<file path="config.mk">
export PLATFORM = sky130hd
export DESIGN_NAME = spm_mailbox
export DESIGN_NICKNAME = d
export VERILOG_FILES = /design/src/pkg/spm_pkg.sv /design/src/hw/spm_cmd_decode.sv /design/src/hw/spm_flags.sv /design/src/hw/spm_mailbox.sv
export SDC_FILE = /design/constraint.sdc
export NUM_CORES = 1
export LEC_CHECK = 0
export ABC_AREA = 1
export BUFFER_PORTS_ARGS = -buffer_cell sky130_fd_sc_hd__buf_4
export CORE_MARGIN = 3
export CORE_UTILIZATION = 61
export DETAILED_ROUTE_END_ITERATION = 8
export PLACE_DENSITY = 0.8
export SLEW_MARGIN = 40
export SYNTH_ARGS = -nofsm -noshare
export SYNTH_HDL_FRONTEND = slang
export SYNTH_SLANG_ARGS = --single-unit
</file>
<file path="constraint.sdc">
create_clock -name sys_clk -period 22.1 [get_ports sys_clk]
set_input_delay 2.21 -clock sys_clk [delete_from_list [all_inputs] [get_ports sys_clk]]
set_output_delay 2.21 -clock sys_clk [all_outputs]
set_load 0.005 [all_outputs]
</file>
<file path="src/pkg/spm_pkg.sv">
// Constants and state types for the service processor command mailbox.
// Assumes a 16-bit host word and a 16-bit wide memory with 32-bit addresses.
package spm_pkg;
	localparam logic [5:0]  SPM_DEV_CODE   = 6'h25;
	localparam int          FW_EN          = 15;
	localparam logic [6:0]  CMD_NOOP       = 7'h00;
	localparam logic [6:0]  CMD_SET_TIME   = 7'h01;
	localparam logic [6:0]  CMD_PD_SEL     = 7'h02;
	localparam logic [6:0]  CMD_PD_DIS     = 7'h03;
	localparam logic [6:0]  CMD_SET_BLOCK  = 7'h04;
	localparam logic [6:0]  CMD_ECC_ALL    = 7'h05;
	localparam logic [6:0]  CMD_ECC_PAGE   = 7'h06;
	localparam logic [6:0]  CMD_ECC_SOFT   = 7'h07;
	localparam logic [6:0]  CMD_ECC_SNIFF  = 7'h08;
	localparam logic [6:0]  CMD_ECC_OFF    = 7'h09;
	localparam logic [6:0]  CMD_SIZE       = 7'h0a;
	localparam logic [6:0]  CMD_SET_BOOT   = 7'h0b;
	localparam logic [6:0]  CMD_GET_BOOT   = 7'h0c;
	localparam logic [6:0]  CMD_SET_GMT    = 7'h0d;
	localparam logic [6:0]  CMD_GET_GMT    = 7'h0e;
	localparam logic [6:0]  CMD_DIAG       = 7'h7f;
	localparam logic [15:0] ST_LOG         = 16'h0000;
	localparam logic [15:0] ST_ACK         = 16'h0002;
	localparam logic [15:0] ST_FAIL        = 16'h0003;
	localparam logic [15:0] ST_DATA        = 16'h0004;
	localparam logic [15:0] SUB_BOOT       = 16'h0001;
	localparam logic [15:0] SUB_GMT        = 16'h0002;
	localparam logic [15:0] SIZE_ID        = 16'h005f;
	localparam logic [7:0]  BLK_ERR_OFS    = 8'h00;
	localparam logic [7:0]  BLK_IN_OFS     = 8'h02;
	localparam logic [3:0]  CLK_TIME_BASE  = 4'h0;
	localparam logic [3:0]  CLK_BOOT_BASE  = 4'h2;
	localparam logic [3:0]  CLK_GMT_BASE   = 4'h8;
	localparam logic [3:0]  ERR_LAST_WORD  = 4'hf;
	localparam logic [2:0]  ERR_NONE       = 3'h0;
	localparam logic [2:0]  ERR_SINGLE     = 3'h1;
	localparam logic [2:0]  ERR_SSNIFF     = 3'h3;
	localparam logic [7:0]  RST_BLOCK      = 8'h00;

	typedef enum logic [2:0] {S_IDLE, S_DECODE, S_PTR, S_XFER_RD, S_XFER_WR, S_CLR_IN, S_POST, S_ERR_WR} spm_state_t;

	typedef struct packed {
		spm_state_t        state;
		logic [15:0]       mailbox;
		logic [15:0]       fnWord;
		logic              cmdPending;
		logic              errEnable;
		logic              eccReportOn;
		logic              eccDetectOn;
		logic              maskSoft;
		logic              maskSniff;
		logic              pageMaskOn;
		logic [15:0]       maskPage;
		logic              powerdown;
		logic              diagMode;
		logic              echoRun;
		logic [7:0]        blockAddr;
		logic [1:0]        ptrIdx;
		logic [31:0]       inBase;
		logic [31:0]       outBase;
		logic [31:0]       errBase;
		logic [3:0]        idx;
		logic [15:0]       hold;
		logic [15:0][15:0] clockMem;
		logic              memReq;
		logic              memWe;
		logic [31:0]       memAddr;
		logic [15:0]       memWdata;
		logic              errPending;
		logic              errMode;
		logic [15:0]       errCodeHeld;
		logic [15:0]       postStatus;
	} spm_main_t;

	typedef struct packed {
		logic busy;
		logic done;
	} spm_flags_t;

	function automatic logic [31:0] spm_addr(input logic [31:0] base, input logic [7:0] ofs);
		return base + {24'h000000, ofs};
	endfunction
endpackage

</file>
<file path="src/hw/spm_cmd_decode.sv">
// Command decoder: maps a function word to its buffer walk and completion status.
// Pure logic; the caller holds the function word stable while it reads the outputs.
module spm_cmd_decode
	import spm_pkg::*;
(
	input  logic [15:0] fnWord,
	input  logic        diagEcho,
	output logic        known,
	output logic        rdEn,
	output logic        wrEn,
	output logic        keep,
	output logic        usesIn,
	output logic [3:0]  first,
	output logic [3:0]  last,
	output logic [3:0]  memBase,
	output logic [15:0] word0,
	output logic [15:0] okStatus
);
	always_comb
	begin
		known = 1'b1;
		rdEn = 1'b0;
		wrEn = 1'b0;
		keep = 1'b0;
		usesIn = 1'b0;
		first = 4'h0;
		last = 4'h0;
		memBase = CLK_TIME_BASE;
		word0 = 16'h0000;
		okStatus = ST_ACK;
		if (diagEcho)
		begin
			rdEn = 1'b1;
			wrEn = 1'b1;
			last = 4'h7;
			word0 = fnWord;
			okStatus = ST_LOG;
		end
		else
		begin
			case (fnWord[14:8])
				CMD_NOOP, CMD_PD_SEL, CMD_PD_DIS, CMD_SET_BLOCK, CMD_ECC_SOFT, CMD_ECC_SNIFF, CMD_ECC_OFF, CMD_DIAG:
					known = 1'b1;
				CMD_SET_TIME:
				begin
					rdEn = 1'b1;
					usesIn = 1'b1;
					keep = 1'b1;
					last = 4'h2;
				end
				CMD_ECC_ALL:
				begin
					rdEn = 1'b1;
					usesIn = 1'b1;
					last = 4'h4;
				end
				CMD_ECC_PAGE:
				begin
					rdEn = 1'b1;
					usesIn = 1'b1;
					first = 4'h1;
					last = 4'h1;
				end
				CMD_SIZE:
				begin
					known = !fnWord[FW_EN];
					wrEn = 1'b1;
					last = 4'h1;
					word0 = SIZE_ID;
					okStatus = ST_LOG;
				end
				CMD_SET_BOOT, CMD_SET_GMT:
				begin
					rdEn = 1'b1;
					usesIn = 1'b1;
					keep = 1'b1;
					first = 4'h1;
					last = (fnWord[14:8] == CMD_SET_BOOT) ? 4'h6 : 4'h7;
					memBase = (fnWord[14:8] == CMD_SET_BOOT) ? CLK_BOOT_BASE : CLK_GMT_BASE;
				end
				CMD_GET_BOOT, CMD_GET_GMT:
				begin
					wrEn = 1'b1;
					okStatus = ST_DATA;
					last = (fnWord[14:8] == CMD_GET_BOOT) ? 4'h6 : 4'h7;
					memBase = (fnWord[14:8] == CMD_GET_BOOT) ? CLK_BOOT_BASE : CLK_GMT_BASE;
					word0 = (fnWord[14:8] == CMD_GET_BOOT) ? SUB_BOOT : SUB_GMT;
				end
				default:
					known = 1'b0;
			endcase
		end
	end
endmodule

</file>
<file path="src/hw/spm_flags.sv">
// Busy and Done flags of the mailbox; Done doubles as the interrupt request.
// Every set beats a clear landing in the same cycle.
module spm_flags
	import spm_pkg::*;
(
	input  logic sys_clk,
	input  logic rst,
	input  logic setBusy,
	input  logic clrBusy,
	input  logic setDone,
	input  logic clrDone,
	output logic busy,
	output logic done,
	output logic intReq
);
	spm_flags_t r;
	spm_flags_t next_r;

	always_comb
	begin
		next_r.busy = setBusy | (r.busy & ~clrBusy);
		next_r.done = setDone | (r.done & ~clrDone);
	end

	always_ff @(posedge sys_clk or posedge rst)
	begin
		if (rst)
			r <= '0;
		else
			r <= next_r;
	end

	assign busy = r.busy;
	assign done = r.done;
	assign intReq = r.done;
endmodule

</file>
<file path="src/hw/spm_mailbox.sv">
// Service processor side of the host command mailbox: flags, command engine,
// shared-buffer walker and error block reporter.
// Assumes host I/O strobes are one-cycle pulses and memory answers with memAck.
//
// Summary of operation
// - Engine zeroes inbound word 0 once it has consumed the buffer, except after a diagnostic echo.
// - Issue copies the host word into the mailbox, sets Busy, clears Done.
// - Engine clears Busy when it takes the mailbox word.
// - Engine takes the mailbox only while Done is low.
// - Unperformable command ends with status 3; only the enable bit still loads error reporting.
// - An error-report interrupt to the host switches error reporting off; command completions load it from the enable bit.
// - Returned data goes to the outbound buffer from word 1; size returns its type word in outbound word 0.
// - Time and GMT reads put a sub-code in outbound word 0.
// - Status written, then Done set, raising the device 45 interrupt.
// - Function word top bit enables (1) or disables (0) error reporting.
// - Bits 17-23 select the command; 017-176 undefined, 177 diagnostic.
// - Bits 24-31 give a page-zero pointer, or the size type.
// - Error report writes code plus 15 status words via page-zero pointer.
// - No-op only updates logging enable and enables memory error reports.
// - Set time reads words 0-2 and clears word 0 afterwards.
// - Set block latches bits 24-31 as the interface block address.
// - Memory error reports off after reset until a no-op or enable-all command.
// - 006 masks one page, 007 soft errors, 010 sniff errors.
// - 011 turns memory error reporting and detection off.
// - Size needs enable bit 0 and completes with status 0.
// - Flag clear forces Busy and Done to 0.
// - Status read returns the mailbox and clears Busy and Done.
module spm_mailbox
	import spm_pkg::*;
(
	input  logic        sys_clk,
	input  logic        rst,
	input  logic [5:0]  ioDevCode,
	input  logic        ioCmdStrobe,
	input  logic [15:0] ioCmdWord,
	input  logic        ioStatusRead,
	input  logic        ioFlagClear,
	input  logic        ioSysReset,
	output logic [15:0] statusWord,
	output logic        busy,
	output logic        done,
	output logic        intReq,
	output logic        memReq,
	output logic        memWe,
	output logic [31:0] memAddr,
	output logic [15:0] memWdata,
	input  logic [15:0] memRdata,
	input  logic        memAck,
	input  logic        errValid,
	input  logic [2:0]  errClass,
	input  logic [15:0] errPage,
	input  logic [15:0] errCode,
	input  logic [15:0] errExtWord,
	output logic [3:0]  errExtIdx,
	output logic        errReportEnable,
	output logic        eccDetectEnable,
	output logic        powerdownSel
);
	spm_main_t   r;
	spm_main_t   next_r;
	logic        cmdHit;
	logic        rdHit;
	logic        clrHit;
	logic        take;
	logic        evPass;
	logic        decKnown;
	logic        decRdEn;
	logic        decWrEn;
	logic        decKeep;
	logic        decUsesIn;
	logic [3:0]  decFirst;
	logic [3:0]  decLast;
	logic [3:0]  decBase;
	logic [15:0] decWord0;
	logic [15:0] decOk;
	logic [3:0]  slot;
	logic        doRd;
	logic [15:0] wrData;

	assign cmdHit = ioCmdStrobe && (ioDevCode == SPM_DEV_CODE);
	assign rdHit = ioStatusRead && (ioDevCode == SPM_DEV_CODE);
	assign clrHit = ioFlagClear && (ioDevCode == SPM_DEV_CODE);
	assign take = (r.state == S_IDLE) && r.cmdPending && !done;
	assign slot = 4'(decBase + r.idx);
	assign doRd = decRdEn && !(decWrEn && (r.idx == 4'h0));
	assign wrData = (r.idx == 4'h0) ? decWord0 : (r.echoRun ? ~r.hold : r.clockMem[slot]);

	// Soft and sniff masks only filter memory error classes
	assign evPass = errValid && r.errEnable && ((errClass == ERR_NONE) || (r.eccReportOn
		&& !(r.maskSoft && (errClass == ERR_SINGLE)) && !(r.maskSniff && (errClass >= ERR_SSNIFF))
		&& !(r.pageMaskOn && (errPage == r.maskPage))));

	spm_cmd_decode u_dec (
		.fnWord   (r.fnWord),
		.diagEcho (r.echoRun),
		.known    (decKnown),
		.rdEn     (decRdEn),
		.wrEn     (decWrEn),
		.keep     (decKeep),
		.usesIn   (decUsesIn),
		.first    (decFirst),
		.last     (decLast),
		.memBase  (decBase),
		.word0    (decWord0),
		.okStatus (decOk)
	);

	spm_flags u_flags (
		.sys_clk (sys_clk),
		.rst     (rst),
		.setBusy (cmdHit),
		.clrBusy (take | rdHit | clrHit | ioSysReset),
		.setDone (r.state == S_POST),
		.clrDone (cmdHit | rdHit | clrHit | ioSysReset),
		.busy    (busy),
		.done    (done),
		.intReq  (intReq)
	);

	always_comb
	begin
		next_r = r;
		case (r.state)
			S_IDLE:
			begin
				if (take)
				begin
					next_r.cmdPending = 1'b0;
					next_r.fnWord = r.mailbox;
					next_r.echoRun = r.diagMode;
					next_r.diagMode = 1'b0;
					next_r.state = S_DECODE;
				end
				else if (r.errPending && !r.cmdPending && !done)
				begin
					next_r.errPending = 1'b0;
					next_r.errMode = 1'b1;
					next_r.ptrIdx = 2'h0;
					next_r.state = S_PTR;
				end
			end
			S_DECODE:
			begin
				next_r.postStatus = decOk;
				if (!decKnown)
				begin
					next_r.postStatus = ST_FAIL;
					next_r.state = S_POST;
				end
				else if (!r.echoRun && (r.fnWord[14:8] == CMD_DIAG))
				begin
					// Busy already dropped; no Done until the echo command
					next_r.diagMode = 1'b1;
					next_r.state = S_IDLE;
				end
				else
				begin
					if (!r.echoRun)
					begin
						case (r.fnWord[14:8])
							CMD_NOOP:
								next_r.eccReportOn = 1'b1;
							CMD_PD_SEL:
								next_r.powerdown = 1'b1;
							CMD_PD_DIS:
								next_r.powerdown = 1'b0;
							CMD_SET_BLOCK:
								next_r.blockAddr = r.fnWord[7:0];
							CMD_ECC_ALL:
							begin
								next_r.eccReportOn = 1'b1;
								next_r.eccDetectOn = 1'b1;
							end
							CMD_ECC_SOFT:
								next_r.maskSoft = 1'b1;
							CMD_ECC_SNIFF:
								next_r.maskSniff = 1'b1;
							CMD_ECC_OFF:
							begin
								next_r.eccReportOn = 1'b0;
								next_r.eccDetectOn = 1'b0;
							end
							default:
								next_r.powerdown = r.powerdown;
						endcase
					end
					next_r.ptrIdx = 2'h0;
					next_r.state = (decRdEn || decWrEn) ? S_PTR : S_POST;
				end
			end
			S_PTR:
			begin
				if (!r.memReq)
				begin
					next_r.memReq = 1'b1;
					next_r.memWe = 1'b0;
					next_r.memAddr = spm_addr({24'h000000, r.blockAddr},
						8'((r.errMode ? BLK_ERR_OFS : BLK_IN_OFS) + {6'h00, r.ptrIdx}));
				end
				else if (memAck)
				begin
					next_r.memReq = 1'b0;
					next_r.ptrIdx = 2'(r.ptrIdx + 2'h1);
					case ({r.errMode, r.ptrIdx})
						3'h0:
							next_r.inBase[31:16] = memRdata;
						3'h1:
							next_r.inBase[15:0] = memRdata;
						3'h2:
							next_r.outBase[31:16] = memRdata;
						3'h4:
							next_r.errBase[31:16] = memRdata;
						3'h5:
						begin
							next_r.errBase[15:0] = memRdata;
							next_r.idx = 4'h0;
							next_r.state = S_ERR_WR;
						end
						default:
						begin
							next_r.outBase[15:0] = memRdata;
							next_r.idx = decFirst;
							next_r.state = S_XFER_RD;
						end
					endcase
				end
			end
			S_XFER_RD:
			begin
				if (!doRd)
					next_r.state = S_XFER_WR;
				else if (!r.memReq)
				begin
					next_r.memReq = 1'b1;
					next_r.memWe = 1'b0;
					next_r.memAddr = spm_addr(r.inBase, {4'h0, r.idx});
				end
				else if (memAck)
				begin
					next_r.memReq = 1'b0;
					next_r.hold = memRdata;
					if (decKeep)
						next_r.clockMem[slot] = memRdata;
					if (!r.echoRun && (r.fnWord[14:8] == CMD_ECC_PAGE))
					begin
						next_r.maskPage = memRdata;
						next_r.pageMaskOn = 1'b1;
					end
					next_r.state = S_XFER_WR;
				end
			end
			S_XFER_WR:
			begin
				if (decWrEn && !r.memReq)
				begin
					next_r.memReq = 1'b1;
					next_r.memWe = 1'b1;
					next_r.memAddr = spm_addr(r.outBase, {4'h0, r.idx});
					next_r.memWdata = wrData;
				end
				else if (!decWrEn || memAck)
				begin
					next_r.memReq = 1'b0;
					next_r.memWe = 1'b0;
					next_r.idx = 4'(r.idx + 4'h1);
					if (r.idx == decLast)
						next_r.state = decUsesIn ? S_CLR_IN : S_POST;
					else
						next_r.state = S_XFER_RD;
				end
			end
			S_CLR_IN:
			begin
				if (!r.memReq)
				begin
					next_r.memReq = 1'b1;
					next_r.memWe = 1'b1;
					next_r.memAddr = r.inBase;
					next_r.memWdata = 16'h0000;
				end
				else if (memAck)
				begin
					next_r.memReq = 1'b0;
					next_r.memWe = 1'b0;
					next_r.state = S_POST;
				end
			end
			S_ERR_WR:
			begin
				if (!r.memReq)
				begin
					next_r.memReq = 1'b1;
					next_r.memWe = 1'b1;
					next_r.memAddr = spm_addr(r.errBase, {4'h0, r.idx});
					next_r.memWdata = (r.idx == 4'h0) ? r.errCodeHeld : errExtWord;
				end
				else if (memAck)
				begin
					next_r.memReq = 1'b0;
					next_r.memWe = 1'b0;
					next_r.idx = 4'(r.idx + 4'h1);
					if (r.idx == ERR_LAST_WORD)
					begin
						next_r.postStatus = ST_LOG;
						next_r.state = S_POST;
					end
				end
			end
			default:
			begin
				// Status then Done in the same edge; the flag block sees S_POST
				next_r.mailbox = r.postStatus;
				next_r.errEnable = r.errMode ? 1'b0 : r.fnWord[FW_EN];
				next_r.errMode = 1'b0;
				next_r.echoRun = 1'b0;
				next_r.state = S_IDLE;
			end
		endcase
		// Events during a running report are dropped, not queued
		if (evPass && !r.errMode && !next_r.errMode)
		begin
			next_r.errPending = 1'b1;
			next_r.errCodeHeld = errCode;
		end
		if (ioSysReset)
		begin
			next_r.errEnable = 1'b0;
			next_r.eccReportOn = 1'b0;
			next_r.diagMode = 1'b0;
		end
		// Host write beats a status write in the same cycle
		if (cmdHit)
		begin
			next_r.mailbox = ioCmdWord;
			next_r.cmdPending = 1'b1;
		end
	end

	always_ff @(posedge sys_clk or posedge rst)
	begin
		if (rst)
		begin
			r <= '0;
			r.state <= S_IDLE;
			r.blockAddr <= RST_BLOCK;
		end
		else
			r <= next_r;
	end

	assign statusWord = r.mailbox;
	assign memReq = r.memReq;
	assign memWe = r.memWe;
	assign memAddr = r.memAddr;
	assign memWdata = r.memWdata;
	assign errExtIdx = r.idx;
	assign errReportEnable = r.errEnable;
	assign eccDetectEnable = r.eccDetectOn;
	assign powerdownSel = r.powerdown;
endmodule

</file>
---- Word-level counts from Yosys, hierarchy flattened ----
Index checks and enable logic that the tools add are counted.
storage, ports and cells
  bits in registers ....................... 529
  input port bits ......................... 97
  output and inout port bits .............. 76
  word-level logic and storage cells ...... 363
cells by class
  $add $sub $neg .......................... 8
  $lt $le $gt $ge ......................... 3
  equal/unequal tests ..................... 64
  muxes and demuxes ....................... 122
  bitwise operators ....................... 17
  reductions and logical operators ........ 99
operator list
  operator                                       count
  two-way mux 16 bit                             19
  bitwise mux 256 bit                            1
  two-way mux 102 bit                            2
  case mux 34 bit (5 select lines)               1
  two-way mux 48 bit                             3
  adder 32 x 4 -> 32 bit                         3
  two-way mux 33 bit                             2
  binary-select mux 16 bit (select 4 bit)        1
  demux 16 bit (select 4 bit)                    1
  case mux 16 bit (2 select lines)               2
  two-way mux 3 bit                              18
  two-way mux 4 bit                              13
  == test 7 x 4 -> 1 bit, second input constant  7
  case mux 16 bit (3 select lines)               1
  AND reduction 5 bit                            9
  != test 2 bit, second input constant           22
  AND reduction 4 bit                            10
  two-way mux 34 bit                             1
  two-way mux 2 bit                              15
  == test 7 x 3 -> 1 bit, second input constant  4
  two-way mux 1 bit                              27
  logical AND 1 bit                              23
  case mux 3 bit (7 select lines)                1
  case mux 4 bit (5 select lines)                1
  50 further kinds                               126

---- Depth between registers and ports, before layout ----
  word-level depth ........................ 12
  mapped depth ............................ 25

---- Cells and area by module ----
Synthesis repeated with hierarchy kept, for this count alone.
second synthesis, totals
  cell total of the unflattened synthesis .. 3,369
  area, all modules ....................... 26,599.3 µm²
modules (own cells, without submodules)
  module          times used  cells each  area each (µm²)  sequential area each (µm²)
  spm_mailbox     1           3,230       25,839.8         13,187.6
  spm_cmd_decode  1           127         668.1            0.0
  spm_flags       1           12          91.3             50.0

---- Worst setup path after synthesis ----
No wires, ideal clock.
  kind .................................... input -> register
  start ................................... input errClass[1]
  end ..................................... register r[16] (netlist bit)
  setup time .............................. 0.117 ns
  arrival time ............................ 3.493 ns
  data required time ...................... 21.983 ns
  path slack .............................. 18.491 ns
  stages .................................. 9
  path buffers ............................ 1
  cell sequence ........................... or2_2 o221ai_1 and2_1 nand2_1 o21ai_1 nand2_2 buf_2 nand2_1 nand2_1
between the ends
  word-level cells in the longest chain between the ends .. 10
ends and longest elaborated chain
  item                                                                  line                text
  from (decl)                                                           spm_mailbox.sv:50   input logic [2:0] errClass,
  branches (longest 6 deep; another with >= comparator 3 x 2 -> 1 bit)  -
  logical OR 1 bit *                                                    spm_mailbox.sv:89   assign evPass = errValid && r.errEnable && ((errClass == ERR_NONE) || (r.eccReportOn
  logical AND 1 bit *                                                   spm_mailbox.sv:89
  logical AND 1 bit * (2 in series)                                     spm_mailbox.sv:320  if (evPass && !r.errMode && !next_r.errMode)
  to (signal assigned)                                                  spm_mailbox.sv:348  r <= next_r;
  to (decl)                                                             spm_mailbox.sv:59   spm_main_t r;
Every way passes the cells marked *.
A chain may end at the register's enable or synchronous reset.

---- Worst setup path in the final report ----
  start ................................... register r[504] (netlist bit)
  end ..................................... register r[270] (netlist bit)
between the ends
  word-level cells in the longest chain between the ends .. 10
ends and longest elaborated chain
  item                                                                                                              line                                                              text
  == test 7 x 4 -> 1 bit (on tied branches)                                                                         spm_cmd_decode.sv:41, spm_cmd_decode.sv:79, spm_cmd_decode.sv:86
  OR reduction 2 bit (tied with other cells)                                                                        spm_cmd_decode.sv:41                                              case (fnWord[14:8])
  case mux 4 bit (2 select lines)                                                                                   spm_cmd_decode.sv:41
  two-way mux 4 bit                                                                                                 spm_cmd_decode.sv:31                                              if (diagEcho)
  adder 4 bit                                                                                                       spm_mailbox.sv:84                                                 assign slot = 4'(decBase + r.idx);
  less-than comparator 4 x 5 -> 1 bit (implied by the code) / >= comparator 4 x 1 -> 1 bit (equally long branches)  spm_mailbox.sv:243                                                next_r.clockMem[slot] = memRdata;
  logical AND 1 bit (implied by the code)                                                                           spm_mailbox.sv:243
  two-way mux 16 bit (implied by the code)                                                                          spm_mailbox.sv:243
  demux 16 bit (select 4 bit)                                                                                       spm_mailbox.sv:243
  bitwise mux 256 bit                                                                                               spm_mailbox.sv:243
Parallel ways exist; a longest one is shown, timed or not.

==> results summary <==
The HPWL after detailed placement came out at approximately 47000 um. The starting utilization of the core area is 0.627. The share of Yosys cell area claimed by the top area cell type came out at 0.511. The placement row count came out at 73. Ranked by total cell area, the synthesized netlist is headed by dfrtp_1 (51%), nand2_1 (18%), o21ai_0 (9.3%).

The ratio of routed vias to standard cells is 5.97. The first-iteration detailed-routing DRC count came out at 2538. Walking the worst path, the cells encountered are nor3_2, a21oi_1, nor2_1, ha_1, ha_2, xor2_1, nand3b_1, nand2_2, inv_1, nor2_1, nand3_2, o21ai_0. The total power consumption of the routed design is 2.93 mW. The clock tree buffer depth came out at 3. The area of the multi-input gates is 10600 um^2. The type of the worst setup path is reg2reg.

The post-CTS setup buffer count is 0. The number of antenna violations at the first check in global routing came out at 0. The number of cells in the finished layout apart from fillers is 3810. Counting flops and latches in the post-synthesis netlist gives 516. The total global routing overflow came out at 0.

The register clock-pin slew on the reported worst setup and hold paths is 70 ps. The number of instances in the synthesized netlist came out at around 3200. The number of buffers added to fix hold violations after cts came out at 0. Of all cell types, the one taking the most synthesized area is dfrtp_1.

Static timing analysis puts the maximum clock frequency at between 200 and 250 MHz. The final setup skew came out at 26.9 ps. The number of global-route vias before repair came out at 22100. The worst hold slack across all endpoints came out at 468 ps. The peak per-stage delay on the critical path is 570 ps.

The first-pass GRT wire length came out at 116000 um. In the synthesized netlist the async set-or-reset flop fraction comes to 1.00. The CTS sink count came out at 516. The run finished with clean final reports.

The signed area change from the synthesized netlist to the final layout came out at 12.4%. The proportion of synthesized chip area in sequential cells is 0.511. The fraction of layout cells with a size suffix above 1 came out at 0.108. The post-route clock period utilization came out at 0.199.

The post-cts sizing count is 0. The transition time of the tightest slew-check pin is 863 ps. The mapped cell area is 25200 um^2. The DRC violation count after routing came out at 0. After detailed routing, the average wire length per cell comes to 19.1 um. The slowest stage of the critical path is the nand3_2 cell. The count of inserted antenna diode cells came out at 0. The count of endpoints failing setup in the final report came out at 0. The synthesized area per cell came out at 7.77 um^2. The final estimated routing congestion in global placement is 0.912. The sequential cells in the finished layout cover a total of 12900 um^2. The net count of the finished layout is 3356. The path class of the tightest hold or removal check is reg2reg. After layout, the minimum clock period comes to around 4400 ps. The clock reaches the later pin of the worst-skew pair after 620 ps. The cell sitting at the root of the clock tree is a clkbuf_16. The detail route stage leaves a number of antenna-violating nets equal to 0. The area enclosed by the die boundary is 43900 um^2. The total power divided by cell area is 103 nW/um^2. Summed over all cells, the static leakage comes to 13.8 nW. During I/O placement, the number of pins put on the boundary was 173.

The total routing usage reported by global routing came out at 0.327. The region available for standard cell placement spans 40300 um^2. The number of max-cap violations is 0. TritonCTS built the clock tree. The total of fill cells in the finished design came out at about 3200. The final layout contains routed wiring with a total length of a little over 70000 um.

Summed over all failing endpoints, the final setup total negative slack is 0 ps. The capturing element type of the critical path is a flip-flop. The cell that appears most often on the critical path is nor2_1. The chip width came out at 209 um. The Yosys step of the flow raised 0 warnings. The number of failing hold endpoints at the final stage is 0.

The number of buffers added by the clock tree synthesis step is between 50 and 60. The worst pin sits at a relative slew slack of 0.425. Among all flip-flop cells after synthesis, the most frequent one is dfrtp_1.

Entering global routing, the biggest net connects 113 pins. The arrival time reported for the critical path endpoint is 4900 ps. The final max-slew violation count is 0. The chip height is 209 um. The number of nets handed over by synthesis was 3364. The required arrival time at the worst endpoint came out at 22600 ps. Of all nets on the critical path, the largest fanout is 32. For this run, the detailed router's first-pass iteration total came to 6. The H-tree level count is 2. Setup repair after global routing left no endpoint under its margin. Counting flops with a built-in enable in the synthesized netlist gives 0. The overall via count from detail_route came out at 22800. The instance count after placement with tap cells included is roughly 3700.

The maximum resistive drop on vdd came out at 0.0702 mV. The count of buffers added on input and output ports is 172. The count of cell types in the netlist came out at 46. The worst setup path is launched from a flip-flop.
-- path summary, 6_finish.rpt --
kind                         from           to  slack, ps  cells past startpoint
setup / recovery           r[504]       r[270]      17700                     12
hold / removal              r[23]        r[23]        470                      2
setup reg to reg           r[504]       r[270]      17700                     12
hold reg to reg             r[23]        r[23]        470                      2
max in group asynchronous     rst       r[275]      18760                      4
min in group asynchronous     rst  memAddr[22]       1640                      2
-- kinds of logic after synthesis --
| logic type | count (synthesis) | share of synthesized area |
|---|---|---|
| simple gates | 1679 | 0.270 |
| compound gates | 608 | 0.130 |
| flops | 516 | 0.511 |
| buf+inv | 409 | 0.0727 |
| xor+xnor | 19 | 0.00659 |
| fa+ha+maj | 18 | 0.00981 |
-- synthesized netlist by cell type (all sizes together) (2+ instances only) --
cell type / n
a211oi: 2
a22oi: 64
a21oi: 49
o31ai: 4
o21ai: 470
clkbuf: 161
nor3: 11
nand4: 55
inv: 140
nor4: 5
o221ai: 3
and2: 2
dfrtp: 516
o21bai: 3
nand2: 1198
o22ai: 2
xnor2: 5
ha: 15
xor2: 14
or2: 6
clkinv: 3
buf: 105
nand3b: 4
o211ai: 3
fa: 3
nand3: 210
nor2: 187
-- state kept, by name, indices dropped and copies added, names as in the netlist --
register         count
powerdownSel         1
r                  441
memReq               1
errReportEnable      1
memAddr             32
statusWord          16
errExtIdx            4
u_flags.busy         1
eccDetectEnable      1
u_flags.done         1
memWe                1
memWdata            16
-- power by group --
| part | total, mW | switching (mW) | internal (mW) |
|---|---|---|---|
| registers | 1.18 | 0.104 | 1.08 |
| clock network | 1.04 | 0.395 | 0.646 |
| logic | 0.706 | 0.473 | 0.233 |
| total | 2.93 | 0.972 | 1.96 |
-- layout make-up --
type / count / share of cell area
Multi-Input combinational cell: 2324 / 0.373
Inverter: 143 / 0.0194
Clock inverter: 32 / 0.0202
Timing Repair Buffer: 204 / 0.0561
Sequential cell: 516 / 0.455
Clock buffer: 66 / 0.0527
Tap cell: 525 / 0.0232
-- critical path, delay by kind of cell, from the launching register on --
kind | cells | cell delay, ps
compound gates | 2 | 680
xor+xnor | 1 | 70
fa+ha+maj | 2 | 320
buf+inv | 1 | 460
flops | 1 | 430
simple gates | 6 | 2320
-- per-layer routing --
metal | share of wire | vias up | wire length, um | global-route usage
met5 | 0 | - | 0 | 0
met4 | 0.038 | 0 | 2740 | 0.133
met3 | 0.083 | 175 | 6060 | 0.0556
met2 | 0.47 | 1070 | 34000 | 0.526
met1 | 0.41 | 11000 | 29900 | 0.447
li1 | - | 10500 | - | -
-- per-stage QoR --
stage,util,setup slack [ps],instance area (um^2)
floorplan,-,5480,25200
global placement,0.650,17270,26200
detailed placement,0.652,17610,26300
CTS,0.704,17730,28300
global route,0.704,17330,28400
finish,0.704,17700,28400
-- cells in the final DEF (no fill, tap or decap), drive strengths merged, types with 2 or more instances in the layout --
master,Yosys,routed
nand4,55,55
o221ai,3,3
clkinvlp,0,4
and2,2,2
o21bai,3,3
o211ai,3,3
clkinv,3,18
o22ai,2,2
nand3b,4,4
buf,105,204
o21ai,470,470
nor2,187,187
ha,15,15
xor2,14,14
nand3,210,210
a211oi,2,2
nor4,5,5
nor3,11,11
fa,3,3
a22oi,64,64
o31ai,4,4
a21oi,49,49
nand2,1198,1198
or2,6,6
bufinv,0,14
inv,140,139
clkbuf,161,66
xnor2,5,5
dfrtp,516,516
(Power assumes the default switching activity.)
